**config.mk**
```make
export PLATFORM = sky130hd
export DESIGN_NAME = pio_ports
export DESIGN_NICKNAME = d
export VERILOG_FILES = /design/src/pio_ports.v
export VERILOG_INCLUDE_DIRS = /design/src
export SDC_FILE = /design/constraint.sdc
export NUM_CORES = 1
export LEC_CHECK = 0
export ABC_AREA = 1
export ABC_CLOCK_PERIOD_IN_PS = 2050
export BUFFER_PORTS_ARGS = -buffer_cell sky130_fd_sc_hd__buf_2
export CORE_UTILIZATION = 51
export CTS_CLUSTER_DIAMETER = 50
export CTS_CLUSTER_SIZE = 40
export DETAILED_ROUTE_END_ITERATION = 16
export GPL_TIMING_DRIVEN = 0
export HOLD_SLACK_MARGIN = 0.08
export PLACE_DENSITY = 0.77
export SYNTH_ARGS = -nofsm -noshare
export SYNTH_HDL_FRONTEND = slang
export SYNTH_SLANG_ARGS = --single-unit
export TNS_END_PERCENT = 5
```
**constraint.sdc**
```tcl
create_clock -name hclk -period 2.05 [get_ports hclk]
set_input_delay 0.3075 -clock hclk [delete_from_list [all_inputs] [get_ports hclk]]
set_output_delay 0.3075 -clock hclk [all_outputs]
set_load 0.1 [all_outputs]
```
**src/pio_consts.vh**
```
// Constants for the parallel port block: register indices, field positions, reset values.
// Assumes inclusion by the port block and by verification code that needs the map.
`ifndef PIO_CONSTS_VH
`define PIO_CONSTS_VH

// ==========================================================================
// Register indices; the byte address is four times the index.
// ==========================================================================
`define PIO_IDX_W            6
`define PIO_IDX_PORT_A_DATA  6'h00
`define PIO_IDX_PORT_B_DATA  6'h01
`define PIO_IDX_PORT_C_DATA  6'h02
`define PIO_IDX_PORT_D_DATA  6'h03
`define PIO_IDX_PORT_A_DIR   6'h04
`define PIO_IDX_PORT_B_DIR   6'h05
`define PIO_IDX_PORT_C_DIR   6'h06
`define PIO_IDX_PORT_D_DIR   6'h07
`define PIO_IDX_AOUT_SEL_LO  6'h39
`define PIO_IDX_AOUT_SEL_HI  6'h3a

// ==========================================================================
// Address fields of the bus.
// ==========================================================================
`define PIO_ADDR_IDX_HI      7
`define PIO_ADDR_IDX_LO      2
`define PIO_ADDR_TOP_HI      31
`define PIO_ADDR_TOP_LO      8
`define PIO_ADDR_TOP_ZERO    24'h000000

// ==========================================================================
// Field positions and fixed values.
// ==========================================================================
`define PIO_C_INPUT_ONLY_BIT 2
`define PIO_C_COMPARE_BIT    5
`define PIO_C_CAPTURE_BIT    4
`define PIO_C_DA8_BIT        0
`define PIO_AOUT_HI_BIT      0
`define PIO_DIR_RESET8       8'h00
`define PIO_DIR_RESET6       6'h00
`define PIO_SEL_RESET8       8'h00
`define PIO_SEL_RESET1       1'h0
`define PIO_C_IMPL_MASK      6'h3f
`define PIO_C_DIR_MASK       6'h3b
`define PIO_C_DIR_ONE        6'h04
`define PIO_C_ADC_MASK       6'h07
`define PIO_D_SERIAL_MASK    8'h06
`define PIO_D_OVERLAY_MASK   8'hf8
`define PIO_HTRANS_NONSEQ    1
`define PIO_RESP_OKAY        1'h0
`define PIO_ZERO32           32'h00000000
`define PIO_ZERO24           24'h000000

`endif

```
**src/pio_ports.v**
```verilog
// Four memory-mapped parallel ports with pin sharing, reached over AHB-Lite.
// Assumes hclk at 100 MHz, one bus master, pins resolved by the bench from the enables.

`include "pio_consts.vh"

module pio_ports (
   hclk,
   hresetn,
   hsel,
   haddr,
   htrans,
   hwrite,
   hsize,
   hwdata,
   hready,
   hrdata,
   hreadyout,
   hresp,
   port_a_pin_in,
   port_a_pin_out,
   port_a_pin_oe_n,
   port_b_pin_in,
   port_b_pin_out,
   port_b_pin_oe_n,
   port_c_pin_in,
   port_c_pin_out,
   port_c_pin_oe_n,
   port_d_pin_in,
   port_d_pin_out,
   port_d_pin_oe_n,
   analog_out_level,
   compare_pin_enable,
   timer_compare_output,
   timer_irq_enabled,
   timer_capture_input,
   analog_converter_enabled,
   sync_serial_port_enabled,
   sync_serial_pin_out,
   sync_serial_pin_oe_n,
   sync_serial_pin_level,
   screen_overlay_enabled,
   screen_overlay_pin_out,
   screen_overlay_pin_oe_n
);

   input  wire        hclk;
   input  wire        hresetn;
   input  wire        hsel;
   input  wire [31:0] haddr;
   input  wire [1:0]  htrans;
   input  wire        hwrite;
   input  wire [2:0]  hsize;
   input  wire [31:0] hwdata;
   input  wire        hready;
   output wire [31:0] hrdata;
   output wire        hreadyout;
   output wire        hresp;
   input  wire [7:0]  port_a_pin_in;
   output wire [7:0]  port_a_pin_out;
   output wire [7:0]  port_a_pin_oe_n;
   input  wire [7:0]  port_b_pin_in;
   output wire [7:0]  port_b_pin_out;
   output wire [7:0]  port_b_pin_oe_n;
   input  wire [5:0]  port_c_pin_in;
   output wire [5:0]  port_c_pin_out;
   output wire [5:0]  port_c_pin_oe_n;
   input  wire [7:0]  port_d_pin_in;
   output wire [7:0]  port_d_pin_out;
   output wire [7:0]  port_d_pin_oe_n;
   input  wire [8:0]  analog_out_level;
   input  wire        compare_pin_enable;
   input  wire        timer_compare_output;
   input  wire        timer_irq_enabled;
   output wire        timer_capture_input;
   input  wire        analog_converter_enabled;
   input  wire        sync_serial_port_enabled;
   input  wire [1:0]  sync_serial_pin_out;
   input  wire [1:0]  sync_serial_pin_oe_n;
   output wire [1:0]  sync_serial_pin_level;
   input  wire        screen_overlay_enabled;
   input  wire [4:0]  screen_overlay_pin_out;
   input  wire [4:0]  screen_overlay_pin_oe_n;

   // ==========================================================================
   // Read selection between latch and pin.
   // ==========================================================================
   function [7:0] pio_pick;
      input [7:0] dir;
      input [7:0] latch;
      input [7:0] pin;
      begin
         pio_pick = (dir & latch) | (~dir & pin);
      end
   endfunction

   // ==========================================================================
   // Registers.
   // ==========================================================================
   reg  [7:0]  port_a_data_reg;
   reg  [7:0]  port_b_data_reg;
   reg  [5:0]  port_c_data_reg;
   reg  [7:0]  port_d_data_reg;
   reg  [7:0]  port_a_direction_reg;
   reg  [7:0]  port_b_direction_reg;
   reg  [5:0]  port_c_direction_reg;
   reg  [7:0]  port_d_direction_reg;
   reg  [7:0]  analog_out_pin_select_low_reg;
   reg         analog_out_pin_select_high_reg;
   reg  [7:0]  port_a_data_next;
   reg  [7:0]  port_b_data_next;
   reg  [5:0]  port_c_data_next;
   reg  [7:0]  port_d_data_next;
   reg  [7:0]  port_a_direction_next;
   reg  [7:0]  port_b_direction_next;
   reg  [5:0]  port_c_direction_next;
   reg  [7:0]  port_d_direction_next;
   reg  [7:0]  analog_out_pin_select_low_next;
   reg         analog_out_pin_select_high_next;
   reg         wr_pending_reg;
   reg  [5:0]  wr_index_reg;
   reg  [31:0] hrdata_reg;
   reg  [31:0] hrdata_next;
   reg  [29:0] pin_meta_reg;
   reg  [29:0] pin_sync_reg;

   wire        addr_phase;
   wire        addr_mapped_top;
   wire [5:0]  addr_index;
   wire [7:0]  wdata;
   wire [7:0]  pin_a;
   wire [7:0]  pin_b;
   wire [5:0]  pin_c;
   wire [7:0]  pin_d;
   wire [8:0]  route;
   wire [7:0]  own_b;
   wire [5:0]  own_c;
   wire [7:0]  own_d;
   wire [5:0]  dir_c_eff;
   wire [5:0]  c_adc_mask;

   // ==========================================================================
   // Pin synchronisers.
   // ==========================================================================
   always @(posedge hclk or negedge hresetn) begin
      if (!hresetn) begin
         pin_meta_reg <= 30'h00000000;
         pin_sync_reg <= 30'h00000000;
      end else begin
         pin_meta_reg <= {port_d_pin_in, port_c_pin_in, port_b_pin_in, port_a_pin_in};
         pin_sync_reg <= pin_meta_reg;
      end
   end

   assign pin_a = pin_sync_reg[7:0];
   assign pin_b = pin_sync_reg[15:8];
   assign pin_c = pin_sync_reg[21:16];
   assign pin_d = pin_sync_reg[29:22];

   // ==========================================================================
   // Bus decode.
   // ==========================================================================
   assign addr_phase = hsel & htrans[`PIO_HTRANS_NONSEQ] & hready;
   assign addr_mapped_top = (haddr[`PIO_ADDR_TOP_HI:`PIO_ADDR_TOP_LO] == `PIO_ADDR_TOP_ZERO);
   assign addr_index = haddr[`PIO_ADDR_IDX_HI:`PIO_ADDR_IDX_LO];
   assign wdata = hwdata[7:0];
   assign hreadyout = 1'b1;
   assign hresp = `PIO_RESP_OKAY;
   assign hrdata = hrdata_reg;

   always @(posedge hclk or negedge hresetn) begin
      if (!hresetn) begin
         wr_pending_reg <= 1'b0;
         wr_index_reg <= 6'h00;
      end else begin
         wr_pending_reg <= addr_phase & hwrite & addr_mapped_top;
         wr_index_reg <= addr_index;
      end
   end

   // ==========================================================================
   // Register write logic.
   // ==========================================================================
   always @* begin
      port_a_data_next = port_a_data_reg;
      port_b_data_next = port_b_data_reg;
      port_c_data_next = port_c_data_reg;
      port_d_data_next = port_d_data_reg;
      port_a_direction_next = port_a_direction_reg;
      port_b_direction_next = port_b_direction_reg;
      port_c_direction_next = port_c_direction_reg;
      port_d_direction_next = port_d_direction_reg;
      analog_out_pin_select_low_next = analog_out_pin_select_low_reg;
      analog_out_pin_select_high_next = analog_out_pin_select_high_reg;
      if (wr_pending_reg) begin
         case (wr_index_reg)
            `PIO_IDX_PORT_A_DATA: port_a_data_next = wdata;
            `PIO_IDX_PORT_B_DATA: port_b_data_next = wdata;
            `PIO_IDX_PORT_C_DATA: port_c_data_next = wdata[5:0] & `PIO_C_IMPL_MASK;
            `PIO_IDX_PORT_D_DATA: port_d_data_next = wdata;
            `PIO_IDX_PORT_A_DIR: port_a_direction_next = wdata;
            `PIO_IDX_PORT_B_DIR: port_b_direction_next = wdata;
            `PIO_IDX_PORT_C_DIR: port_c_direction_next = wdata[5:0] & `PIO_C_DIR_MASK;
            `PIO_IDX_PORT_D_DIR: port_d_direction_next = wdata;
            `PIO_IDX_AOUT_SEL_LO: analog_out_pin_select_low_next = wdata;
            `PIO_IDX_AOUT_SEL_HI: analog_out_pin_select_high_next = wdata[`PIO_AOUT_HI_BIT];
            default: port_a_data_next = port_a_data_reg;
         endcase
      end
   end

   // Data latches carry no reset.
   always @(posedge hclk) begin
      port_a_data_reg <= port_a_data_next;
      port_b_data_reg <= port_b_data_next;
      port_c_data_reg <= port_c_data_next;
      port_d_data_reg <= port_d_data_next;
   end

   always @(posedge hclk or negedge hresetn) begin
      if (!hresetn) begin
         port_a_direction_reg <= `PIO_DIR_RESET8;
         port_b_direction_reg <= `PIO_DIR_RESET8;
         port_c_direction_reg <= `PIO_DIR_RESET6;
         port_d_direction_reg <= `PIO_DIR_RESET8;
         analog_out_pin_select_low_reg <= `PIO_SEL_RESET8;
         analog_out_pin_select_high_reg <= `PIO_SEL_RESET1;
      end else begin
         port_a_direction_reg <= port_a_direction_next;
         port_b_direction_reg <= port_b_direction_next;
         port_c_direction_reg <= port_c_direction_next;
         port_d_direction_reg <= port_d_direction_next;
         analog_out_pin_select_low_reg <= analog_out_pin_select_low_next;
         analog_out_pin_select_high_reg <= analog_out_pin_select_high_next;
      end
   end

   // ==========================================================================
   // Register read logic, using next values so a write just before is seen.
   // ==========================================================================
   assign dir_c_eff = port_c_direction_next & `PIO_C_DIR_MASK;

   always @* begin
      hrdata_next = `PIO_ZERO32;
      if (addr_phase & ~hwrite & addr_mapped_top) begin
         case (addr_index)
            `PIO_IDX_PORT_A_DATA:
               hrdata_next = {`PIO_ZERO24,
                  pio_pick(port_a_direction_next, port_a_data_next, pin_a)};
            `PIO_IDX_PORT_B_DATA:
               hrdata_next = {`PIO_ZERO24,
                  pio_pick(port_b_direction_next, port_b_data_next, pin_b)};
            `PIO_IDX_PORT_C_DATA:
               hrdata_next = {`PIO_ZERO24, pio_pick({2'b00, dir_c_eff},
                  {2'b00, port_c_data_next}, {2'b00, pin_c})};
            `PIO_IDX_PORT_D_DATA:
               hrdata_next = {`PIO_ZERO24,
                  pio_pick(port_d_direction_next, port_d_data_next, pin_d)};
            `PIO_IDX_PORT_A_DIR:
               hrdata_next = {`PIO_ZERO24, port_a_direction_next};
            `PIO_IDX_PORT_B_DIR:
               hrdata_next = {`PIO_ZERO24, port_b_direction_next};
            `PIO_IDX_PORT_C_DIR:
               hrdata_next = {`PIO_ZERO24, 2'b00, dir_c_eff | `PIO_C_DIR_ONE};
            `PIO_IDX_PORT_D_DIR:
               hrdata_next = {`PIO_ZERO24, port_d_direction_next};
            `PIO_IDX_AOUT_SEL_LO:
               hrdata_next = {`PIO_ZERO24, analog_out_pin_select_low_next};
            `PIO_IDX_AOUT_SEL_HI:
               hrdata_next = {`PIO_ZERO24, 7'h00, analog_out_pin_select_high_next};
            default:
               hrdata_next = `PIO_ZERO32;
         endcase
      end
   end

   always @(posedge hclk or negedge hresetn) begin
      if (!hresetn) begin
         hrdata_reg <= `PIO_ZERO32;
      end else if (addr_phase & ~hwrite) begin
         hrdata_reg <= hrdata_next;
      end
   end

   // ==========================================================================
   // Pin ownership by alternate functions.
   // ==========================================================================
   assign route = {analog_out_pin_select_high_reg, analog_out_pin_select_low_reg};
   assign own_b = route[7:0];
   assign c_adc_mask = analog_converter_enabled ? `PIO_C_ADC_MASK : 6'h00;
   assign own_c = {compare_pin_enable, timer_irq_enabled, 1'b0, 3'b000}
                | c_adc_mask
                | {5'h00, route[8]};
   assign own_d = (sync_serial_port_enabled ? `PIO_D_SERIAL_MASK : 8'h00)
                | (screen_overlay_enabled ? `PIO_D_OVERLAY_MASK : 8'h00);

   // ==========================================================================
   // Port A drive.
   // ==========================================================================
   assign port_a_pin_out = port_a_data_reg;
   assign port_a_pin_oe_n = ~port_a_direction_reg;

   // ==========================================================================
   // Port B drive, analog outputs take over routed pins.
   // ==========================================================================
   assign port_b_pin_out = (own_b & analog_out_level[7:0])
                         | (~own_b & port_b_data_reg);
   // Routed pins drive the analog output; others follow direction.
   assign port_b_pin_oe_n = ~(own_b | port_b_direction_reg);

   // ==========================================================================
   // Port C drive.
   // ==========================================================================
   assign port_c_pin_out[5] = compare_pin_enable ? timer_compare_output
                            : port_c_data_reg[5];
   assign port_c_pin_out[4:1] = port_c_data_reg[4:1];
   assign port_c_pin_out[0] = route[8] ? analog_out_level[8] : port_c_data_reg[0];
   assign port_c_pin_oe_n[5] = compare_pin_enable ? 1'b0
                             : ~port_c_direction_reg[5];
   assign port_c_pin_oe_n[4:3] = ~(port_c_direction_reg[4:3] & ~own_c[4:3]);
   assign port_c_pin_oe_n[2] = 1'b1;
   assign port_c_pin_oe_n[1] = ~(port_c_direction_reg[1] & ~own_c[1]);
   assign port_c_pin_oe_n[0] = route[8] ? 1'b0
                             : ~(port_c_direction_reg[0] & ~own_c[0]);
   assign timer_capture_input = pin_c[`PIO_C_CAPTURE_BIT];

   // ==========================================================================
   // Port D drive.
   // ==========================================================================
   assign port_d_pin_out[7:3] = screen_overlay_enabled ? screen_overlay_pin_out
                              : port_d_data_reg[7:3];
   assign port_d_pin_out[2:1] = sync_serial_port_enabled ? sync_serial_pin_out
                              : port_d_data_reg[2:1];
   assign port_d_pin_out[0] = port_d_data_reg[0];
   assign port_d_pin_oe_n[7:3] = own_d[3] ? screen_overlay_pin_oe_n
                               : ~port_d_direction_reg[7:3];
   assign port_d_pin_oe_n[2:1] = own_d[1] ? sync_serial_pin_oe_n
                               : ~port_d_direction_reg[2:1];
   assign port_d_pin_oe_n[0] = ~port_d_direction_reg[0];
   assign sync_serial_pin_level = pin_d[2:1];

endmodule // pio_ports

```
==> summary.txt, run 1 <==
Logic synthesis
  • Mean post-synth cell area: ~7.5 um^2
  • Gate Count Post-Synth: around 900
  • Synth cell count leaders: 319 x nand2_1, 116 x inv_1, 113 x dfrtp_1
  • Post-synth EDFFs: 1
  • Synth warnings: 0
  • Cell area after synthesis: just under 0.007 mm^2
  • Post-synth top area cell: dfrtp_1
  • Seq/Total Area, Yosys: between 50% and 60%
  • Netlist cell types: 30
  • Yosys reg bits: 143
  • Async S/R FF share, synth: a little under 80%
  • Synth Flop Type: dfrtp_1
  • Post-synth top area share: about two fifths
  • Area contributors post-synth: dfrtp_1 42%, nand2_1 18%, dfxtp_1 8.5%
  • Top-count cell post-synth: nand2_1

STA
  • Final Hold Viols: 0
  • Tmin final: approximately 2 ns
  • Slew headroom: between 30 and 40%
  • Period utilization: roughly 97%
  • Slew @ Worst Pin: 0.915 ns
  • Finish-stage setup viols: 0
  • Worst Setup Slack, final: ~0.067 ns
  • Pins Over Slew Limit: 0
  • RSZ-0062 raised after global routing: true
  • Achievable Freq: around 500 MHz
  • Final clock skew: between 0.007 and 0.008 ns

Final layout
  • Final std cells w/o fill: between 1000 and 1500
  • Area growth from synthesis to final layout: 35.5%
  • Share of cells above drive strength 1: 26.4%
  • # fillers: 1045
  • Nets: approximately 1300
  • Post-layout util: between 70% and 80%
  • # diodes: 0

Setup path
  • Origin of the critical flop-to-flop path: wr_index_reg[0]
  • Reg-to-reg slack, setup: 0.07 ns
  • FF-to-FF path depth: 13
  • Max incr delay on CP: 0.44 ns
  • Worst Path Class, Setup: register to register
  • Slowest cell on the critical path: dfrtp_2
  • Buf/Inv on CP: 2
  • Req. time, crit path: 2.37 ns
  • Worst path arrival time: roughly 2.3 ns
  • Worst-path cell chain: inv_2, nand2_1, nor2_4, nand2_2, buf_6, nand2_1, nand2_1, nor2_1, nor2_1, nor2_1, nand3_1, nand2_1, nand2_1
  • CP endpoint kind: register
  • CP max FO: 10
  • Crit path max-delay family: simple AND/OR/NAND/NOR gates
  • Critical Path Start: wr_index_reg[0]
  • Crit path launch type: register
  • Worst R2R End: hrdata[5]
  • Most used cell along the critical path: nand2_1

Worst hold path
  • Min-delay src: htrans[1]
  • Hold Crit Endpoint: wr_pending_reg
  • Hold Path Stages: 3
  • Worst Hold Class: input port to register

Pwr
  • VDD IR max: 0.718 mV
  • Power per cell area: ~760 mW/mm^2
  • Leakage power total: 5.11 nW

Die
  • Die height: 118 um
  • CORE AREA: around 0.013 mm^2
  • Die area: roughly 0.014 mm^2
  • Initial core utilization: between 50% and 60%
  • Die width: between 100 and 150 um
  • Row cnt: between 40 and 50
  • Top Ports: between 200 and 250

Global routing
  • GR Overflow Total: 0
  • Largest net degree at the start of global routing: 67
  • Initial antenna violation count: 0
  • Vias in the first global route: 6111
  • GRT Overall Usage: a little under a third
  • First-pass GRT wire length: roughly 32000 um

Drt
  • Antenna Violating Nets Remaining: 0
  • Detailed Route WL: 20900 um
  • Wirelength per Cell: between 15 and 20 um
  • Drt pass-1 iters: 5
  • Initial detailed-routing violation count: 498
  • DRC violations left: 0
  • Vias per cell: a little under 5
  • Via count: around 6600

Clock network
  • Clk_lat worst skew: 0.43 ns
  • Clock buffer depth: 2
  • CTS tree: yes
  • H-tree levels: 4
  • TritonCTS Buffers: 17
  • Clock sink count: approximately 140
  • Worst-path clk slew: ~0.060 ns
  • Root buffer cell: clkbuf_16

Placed design
  • Port Buffers: 167
  • Placed Cells: between 1000 and 1500
  • HPWL Detailed: approximately 15000 um
  • Dpl ws: -0.185 ns
  • GP Congestion: between 0.9 and 1

Status
  • Status: finished clean

Run
  • Max-cap violations: 0
## metal layers
layer / vias up / wire, um / GRT usage, %
met2: 337 / 9800 / 49.1
li1: 3240 / - / -
met5: - / 0 / 0
met3: 30 / 2130 / 9.54
met1: 2997 / 8650 / 39.7
met4: 0 / 359 / 10.8
## worst max path at each step
stage                                     to  slack (ns)  cells after the start
after floorplan           port_d_pin_oe_n[2]       -0.72                      1
after global placement      pin_sync_reg[14]       -0.67                      1
after detailed placement           hrdata[3]       -0.18                     13
after CTS                          hrdata[2]       0.002                      7
after global routing               hrdata[4]       -0.03                     14
final                              hrdata[5]        0.07                     13
## where the power goes
| part | internal (W) | leakage (nW) | switching (W) |
|---|---|---|---|
| clock network | 0.00198 | 0.297 | 0.00122 |
| logic | 0.000228 | 3.21 | 0.000624 |
| registers | 0.00288 | 1.60 | 0.0000277 |
## cell usage in the layout, fill, tap and decap left out, types with 7 or more instances in the layout
| master | count |
|---|---|
| dlygate4sd3_1 | 37 |
| nand2_2 | 12 |
| clkbuf_16 | 17 |
| dfxtp_1 | 29 |
| nand4_1 | 7 |
| mux2_2 | 7 |
| nand3b_1 | 14 |
| o21ai_0 | 10 |
| nor2_2 | 10 |
| o21ai_1 | 15 |
| buf_4 | 48 |
| nor2_4 | 12 |
| inv_1 | 113 |
| clkbuf_1 | 7 |
| dfrtp_1 | 109 |
| buf_2 | 166 |
| nor2_1 | 82 |
| nand3_1 | 91 |
| conb_1 | 27 |
| nand2_1 | 308 |
## stage by stage
step,instance area (um^2),hold WS [ns],setup TNS (ns),power (W)
2_1_floorplan,6900,0.0119,-3.07,0.00351
3_3_place_gp,7950,0.332,-76.17,0.00372
3_5_place_dp,7980,0.335,-0.916,0.00373
4_1_cts,9030,0.140,0,0.00695
5_1_grt,9220,0.155,-0.0457,0.00714
6_report,9220,0.144,0,0.00697
## cell type report
class	count	area [um^2]	area share [%]
plain buffers	50	372	4.03
multi-input cells	616	2820	30.6
inverters	118	443	4.80
well taps	172	215	2.33
flip-flops and latches	143	3440	37.3
clock buffers	20	457	4.95
repair buffers	214	1320	14.3
clock inverters	12	155	1.68
## worst reg2reg max path, cell delays in order, from the launching register on
cell and delay [ns]:
dfrtp_2 0.44, inv_2 0.11, nand2_1 0.09, nor2_4 0.17, nand2_2 0.11, buf_6 0.16, nand2_1 0.08, nand2_1 0.08
nor2_1 0.10, nor2_1 0.06, nor2_1 0.16, nand3_1 0.16, nand2_1 0.10, nand2_1 0.05
## cell families after synthesis
logic type,Yosys count,synth area share (%)
AOI/OAI and AO/OA,28,2.10
buffers and inverters,168,11.5
DFF,143,50.5
muxes,7,1.16
other,2,0.110
and+or+nand+nor,554,34.6
## repair_timing
action	CTS	global route
hold buffers	37	0
setup buffers	2	7
pin swaps	2	11
endpoints found under the hold margin	83	0
setup endpoints to repair	7	8
resized for setup	20	39
No activity file was read; power rests on OpenSTA's default activity.
==> inputs of run 2 (changes only) <==
Settings changed: ABC_AREA 1 to not set, CTS_CLUSTER_DIAMETER 50 to not set, MAX_ROUTING_LAYER set to met4.
==> run 2 against run 1 <==
The flow now finishes with violations (setup timing). Non-clock buffer count rose by 24. Sequential power rose by 1%. Global-route usage rose by 2.8 points. Via count fell by 1.2%. Area after synthesis barely moved. Clock power rose by 5%. Largest cell class unchanged. Highest routed layer unchanged.
==> summary.txt, run 2 <==
Setup path
  • Critical Path Start: wr_index_reg[5]
  • Crit path launch type: register
  • Worst path arrival time: around 2.9 ns
  • Worst-path cell chain: or4b_4, buf_4, nor3_4, a31oi_1, o31ai_1, o22ai_1, nor4_4, o21ai_1
  • Req. time, crit path: 2.34 ns
  • Origin of the critical flop-to-flop path: wr_index_reg[5]
  • Slowest cell on the critical path: or4b_4
  • CP max FO: 6
  • Worst Path Class, Setup: register to register
  • Max incr delay on CP: between 0.5 and 0.6 ns
  • CP endpoint kind: register

Final layout
  • Commonest non-fill, non-tap cell in the layout: buf_2
  • Area growth from synthesis to final layout: 37.0%
  • Most frequent cells in the layout: 169 x buf_2, 112 x dfrtp_1, 77 x nand2_1
  • Design area: around 0.0093 mm^2
  • Nets: 1079
  • Share of cells above drive strength 1: about 36%
  • Post-layout util: between 70% and 80%

Clock network
  • Clock buffer depth: 2
  • Worst-path clk slew: 0.06 ns
  • H-tree levels: 4
  • Clock sink count: about 140
  • TritonCTS Buffers: 17
  • Clk_lat worst skew: between 0.4 and 0.5 ns
  • Root buffer cell: clkbuf_16
  • CTS tree: yes

Die
  • Initial core utilization: a little over half
  • Top Ports: 230
  • Die width: around 120 um
  • Die area: roughly 0.014 mm^2
  • CORE AREA: 0.0128 mm^2
  • Die height: 117 um
  • Row cnt: 41

Status
  • Violated checks: setup timing
  • Status: complete, but fails checks

Worst hold path
  • Worst Hold Class: input port to register
  • Min-delay src: hwdata[2]

STA
  • Tmin final: roughly 2.6 ns
  • Achievable Freq: 381 MHz
  • RSZ-0062 raised after global routing: true
  • Final Hold Viols: 0
  • Setup_tns: -7.58 ns
  • Finish-stage setup viols: 32
  • Slew headroom: 23.1%
  • Period utilization: 128%
  • Slew @ Worst Pin: approximately 1.1 ns
  • Worst Setup Slack, final: -0.572 ns
  • Pins Over Slew Limit: 0
  • Final clock skew: between 0.008 and 0.009 ns

Logic synthesis
  • Async S/R FF share, synth: between 70 and 80%
  • Post-synth top area share: around 42%
  • Synth Flop Type: dfrtp_1
  • Top-count cell post-synth: dfrtp_1
  • Post-synthesis compound-gate area fraction: between 10% and 20%
  • Netlist cell types: 73
  • Cell area after synthesis: 0.00680 mm^2
  • Synth cell count leaders: 113 x dfrtp_1, 79 x nand2_1, 57 x o21ai_0
  • Synth warnings: 0
  • Post-Synth Simple-Gate Area: between 15 and 20%
  • Post-synth top area cell: dfrtp_1
  • Gate Count Post-Synth: just under 700
  • Area contributors post-synth: dfrtp_1 42%, dfxtp_1 8.5%, mux2_2 7.1%
  • Seq/Total Area, Yosys: 50.6%
  • Yosys reg bits: 143
  • Largest family of logic cells by synthesized area: simple AND/OR/NAND/NOR gates
  • Mean post-synth cell area: around 10 um^2
  • Xor/xnor share of the synthesized area: less than 1%
  • Post-synth EDFFs: 1
  • Multiplexer area fraction after synthesis: approximately 8.8%
  • Synth Area in Adders: 0%

Placed design
  • GP Congestion: roughly 0.94
  • HPWL Detailed: ~15000 um
  • DP Area: 0.00798 mm^2
  • Port Buffers: roughly 170

Drt
  • Detailed Route WL: between 20000 and 25000 um
  • Wirelength per Cell: ~20 um
  • Drt pass-1 iters: 7
  • DRC violations left: 0
  • Vias per cell: roughly 5.8
  • Via count: 6523
  • Initial detailed-routing violation count: approximately 750
  • Antenna Violating Nets Remaining: 0

Global routing
  • Vias in the first global route: roughly 6300
  • GR Overflow Total: 0
  • GRT Overall Usage: approximately a third
  • First-pass GRT wire length: around 34000 um
  • Largest net degree at the start of global routing: 70
  • Initial antenna violation count: 1

Pwr
  • Leakage power total: between 4 and 5 nW
  • Power per cell area: 787 mW/mm^2
  • VDD IR max: 0.702 mV

Run
  • Max-cap violations: 0
run 2: worst paths after layout:
path	slack, ns	endpoint	cells past startpoint
max reg2reg	-0.57	hrdata[4]	8
min reg2reg	0.35	pin_sync_reg[14]	0
min in group asynchronous	0.43	port_b_direction_reg[1]	2
min	0.1	port_c_data_reg[2]	1
max	-0.57	hrdata[4]	8
max in group asynchronous	0.86	wr_index_reg[1]	3
run 2: critical path, delay by kind of cell (launching register included):
family          cells  cell delay, ns
simple gates        3            1.31
compound gates      4            0.54
buf+inv             1            0.20
flops               1            0.43
run 2: what timing repair did:
item,in CTS,in global routing
setup buffers,15,3
endpoints found under the setup margin,49,45
gates cloned,1,0
pin swaps,6,5
hold buffers,37,0
endpoints found under the hold margin,80,0
resized for setup,27,19
run 2: cell type report:
class	count	area, um^2
Inverter	31	118
Multi-Input combinational cell	465	3080
Clock inverter	10	185
Tap cell	172	215
Sequential cell	143	3440
Clock buffer	22	454
Fill cell	943	3510
Timing Repair Buffer	224	1400
Buffer	64	429
Antenna cell	1	2.50
run 2: kinds of logic after synthesis:
group | count (synthesis)
AO/OA/AOI/OAI | 166
XOR/XNOR | 1
buffers and inverters | 95
flip-flops | 143
multiplexers | 54
other | 2
AND/OR/NAND/NOR | 217
run 2: power breakdown:
group	total (W)	leakage (nW)	internal [W]	switching [W]
sequential	0.00295	1.58	0.00290	0.0000493
combinational	0.00101	2.55	0.000256	0.000754
clock	0.00337	0.308	0.00219	0.00118
total	0.00733	4.44	0.00535	0.00199
run 2: metrics by stage:
stage | setup slack [ns] | hold WS [ns] | power, W | instances
2_1_floorplan | -0.707 | 0.0119 | 0.00367 | 703
3_3_place_gp | -1.17 | 0.332 | 0.00391 | 1042
3_5_place_dp | -1.21 | 0.335 | 0.00393 | 1043
4_1_cts | -0.485 | 0.0893 | 0.00732 | 1128
5_1_grt | -0.658 | 0.0979 | 0.00752 | 1132
6_report | -0.572 | 0.0989 | 0.00733 | 1132
run 2: routing by layer:
| metal | GRT usage [%] | share of wire [%] |
|---|---|---|
| met3 | 8.96 | 12 |
| met1 | 43.6 | 39 |
| met4 | 16.2 | 4.7 |
| met5 | - | 0 |
| met2 | 48.8 | 44 |
==> inputs of run 3 (changes only) <==
Settings changed: ABC_CLOCK_PERIOD_IN_PS 2050 to 2800, PLACE_DENSITY 0.77 to 0.87.
Clock period 2.05 ns to 2.8 ns, I/O delays scaled along.
==> run 3 against run 2 <==
Sequential power decreased by 27%. Critical path depth stayed put. Via count down 2.4%. The run still ends with setup timing left. Core utilization fell by 4.8 points. Die area is the same. Clock-buffer cell count is 1 lower. Largest power group unchanged.
==> summary.txt, run 3 (synthesized netlist as in run 2, its figures left out) <==
Clock network
  • Clock buffer depth: 2
  • TritonCTS Buffers: 17
  • Worst-path clk slew: about 0.060 ns
  • CTS tree: yes
  • Clk_lat worst skew: around 0.42 ns
  • Clock sink count: 143
  • Root buffer cell: clkbuf_16
  • H-tree levels: 4

Pwr
  • Leakage power total: ~4.2 nW
  • Power per cell area: roughly 600 mW/mm^2
  • VDD IR max: around 0.40 mV
  • Power Total: between 0.005 and 0.006 W

Die
  • Die height: between 100 and 150 um
  • CORE AREA: between 0.01 and 0.015 mm^2
  • Die area: between 0.01 and 0.015 mm^2
  • Top Ports: 230
  • Row cnt: 41
  • Die width: 117 um
  • Initial core utilization: a little over half

Placed design
  • Dpl ws: -0.319 ns
  • Placed Cells: around 1000
  • Port Buffers: between 150 and 200
  • HPWL Detailed: between 10000 and 15000 um
  • GP Congestion: between 0.9 and 1

STA
  • Final clock skew: roughly 0.01 ns
  • Worst Setup Slack, final: -0.0158 ns
  • Slew @ Worst Pin: around 1.1 ns
  • Finish-stage setup viols: 1
  • Pins Over Slew Limit: 0
  • Achievable Freq: ~360 MHz
  • Tmin final: 2.82 ns
  • Final Hold Viols: 0
  • RSZ-0062 raised after global routing: true
  • Slew headroom: around a quarter
  • Period utilization: 101%

Drt
  • Via count: ~6400
  • Drt pass-1 iters: 9
  • Antenna Violating Nets Remaining: 0
  • Detailed Route WL: 21500 um
  • Wirelength per Cell: a little under 20 um
  • DRC violations left: 0
  • Vias per cell: about 5.9
  • Initial detailed-routing violation count: approximately 840

Global routing
  • Largest net degree at the start of global routing: 63
  • Initial antenna violation count: 0
  • GR Overflow Total: 0
  • Vias in the first global route: a little over 6000
  • GRT Overall Usage: between 30 and 40%
  • First-pass GRT wire length: roughly 33000 um

Worst hold path
  • Worst Hold Class: input port to register

Setup path
  • Critical Path Start: wr_index_reg[1]
  • Origin of the critical flop-to-flop path: wr_index_reg[1]
  • Slowest cell on the critical path: clkbuf_1
  • Reg-to-reg slack, setup: -0.02 ns
  • Worst R2R End: hrdata[4]
  • Most used cell along the critical path: nor4_1
  • CP endpoint kind: register
  • Req. time, crit path: a little over 3 ns
  • Crit path launch type: register
  • Max incr delay on CP: ~0.50 ns
  • Worst path arrival time: 3.10 ns
  • CP max FO: 10
  • Worst-path cell chain: and2_1, nand3_1, clkbuf_1, mux2_2, o21ai_0, nor4_1, nor4_1, o21ai_1
  • Worst Path Class, Setup: register to register
  • Setup crit end: hrdata[4]
  • FF-to-FF path depth: 8

Status
  • Status: complete, but fails checks
  • Violated checks: setup timing

Final layout
  • Final std cells w/o fill: 1085
  • # fillers: 1006
  • # diodes: 0
  • Commonest non-fill, non-tap cell in the layout: buf_2
  • Most frequent cells in the layout: 170 x buf_2, 113 x dfrtp_1, 78 x nand2_1
  • Nets: 1033
  • Area growth from synthesis to final layout: 28.0%
  • Share of cells above drive strength 1: between 30% and 40%

Run
  • Max-cap violations: 0
==> run 3: changes by cell type in the layout (fill, tap and decap cells not counted), moves of 3 or more <==
cell	previous run	this run
nor3_2	0	3
nor3_4	8	5
o21ai_1	14	3
o21ai_0	46	57
nor2_1	44	48
buf_4	53	43
nor2_2	3	0
dlygate4sd3_1	37	1
==> run 3: where the power goes <==
| part | switching (W) | internal, W |
|---|---|---|
| clock | 0.000877 | 0.00144 |
| sequential | 0.0000354 | 0.00212 |
| combinational | 0.000546 | 0.000152 |
| total | 0.00146 | 0.00372 |
==> run 3: cell type report <==
cell class	count	area (um^2)	share of cell area [%]
sequential	143	3440	39.5
multi-input combinational	465	2980	34.2
timing repair buffer	178	960	11.0
clock buffer	21	460	5.29
buffer	64	397	4.56
tap	172	215	2.47
clock inverter	11	141	1.62
inverter	31	116	1.34
==> run 3: worst min path at each step <==
stage                      from                             end  slack [ns]  cells after the start
6_report       port_c_pin_in[4]                pin_meta_reg[20]         0.1                      1
5_1_grt        port_d_pin_in[1]                pin_meta_reg[23]        0.08                      1
4_1_cts        port_c_pin_in[4]                pin_meta_reg[20]        0.09                      1
3_5_place_dp   pin_meta_reg[11]                pin_sync_reg[11]        0.33                      0
3_3_place_gp   pin_meta_reg[23]                pin_sync_reg[23]        0.33                      0
2_1_floorplan           hresetn  analog_out_pin_select_high_reg        0.12                      0
==> run 3: critical path, delay by kind of cell, from the launching register on <==
kind                   cells  cell delay, ns
multiplexers               1            0.43
flip-flops                 1            0.47
buffers and inverters      1            0.50
AND/OR/NAND/NOR            4            1.01
AO/OA/AOI/OAI              2            0.26
==> run 3: routing by layer <==
| layer | global-route usage (%) | up-vias | part of all wire, % |
|---|---|---|---|
| met5 | - | - | 0 |
| met4 | 16.1 | 0 | 4.5 |
| met3 | 11.0 | 96 | 12 |
| met2 | 49.0 | 467 | 45 |
| met1 | 40.2 | 2962 | 39 |
| li1 | - | 2841 | - |
==> run 3: stage by stage <==
| stage | utilization (%) | TNS, ns | hold WS [ns] | cell area [um^2] |
|---|---|---|---|---|
| after floorplan | - | -3.50 | 0.124 | 6890 |
| after global placement | 62.0 | -6.39 | 0.332 | 7950 |
| after detailed placement | 62.2 | -0.947 | 0.335 | 7980 |
| after CTS | 67.4 | 0 | 0.0869 | 8650 |
| after global routing | 67.9 | -0.123 | 0.0821 | 8710 |
| final | 67.9 | -0.0158 | 0.0957 | 8710 |
==> run 3: what timing repair did <==
item | CTS | global route
hold buffers | 1 | 0
hold endpoints to repair | 51 | 0
resized for setup | 1 | 7
endpoints found under the setup margin | 5 | 6
setup buffers | 7 | 2
cloned | 0 | 0
pin swaps | 2 | 1
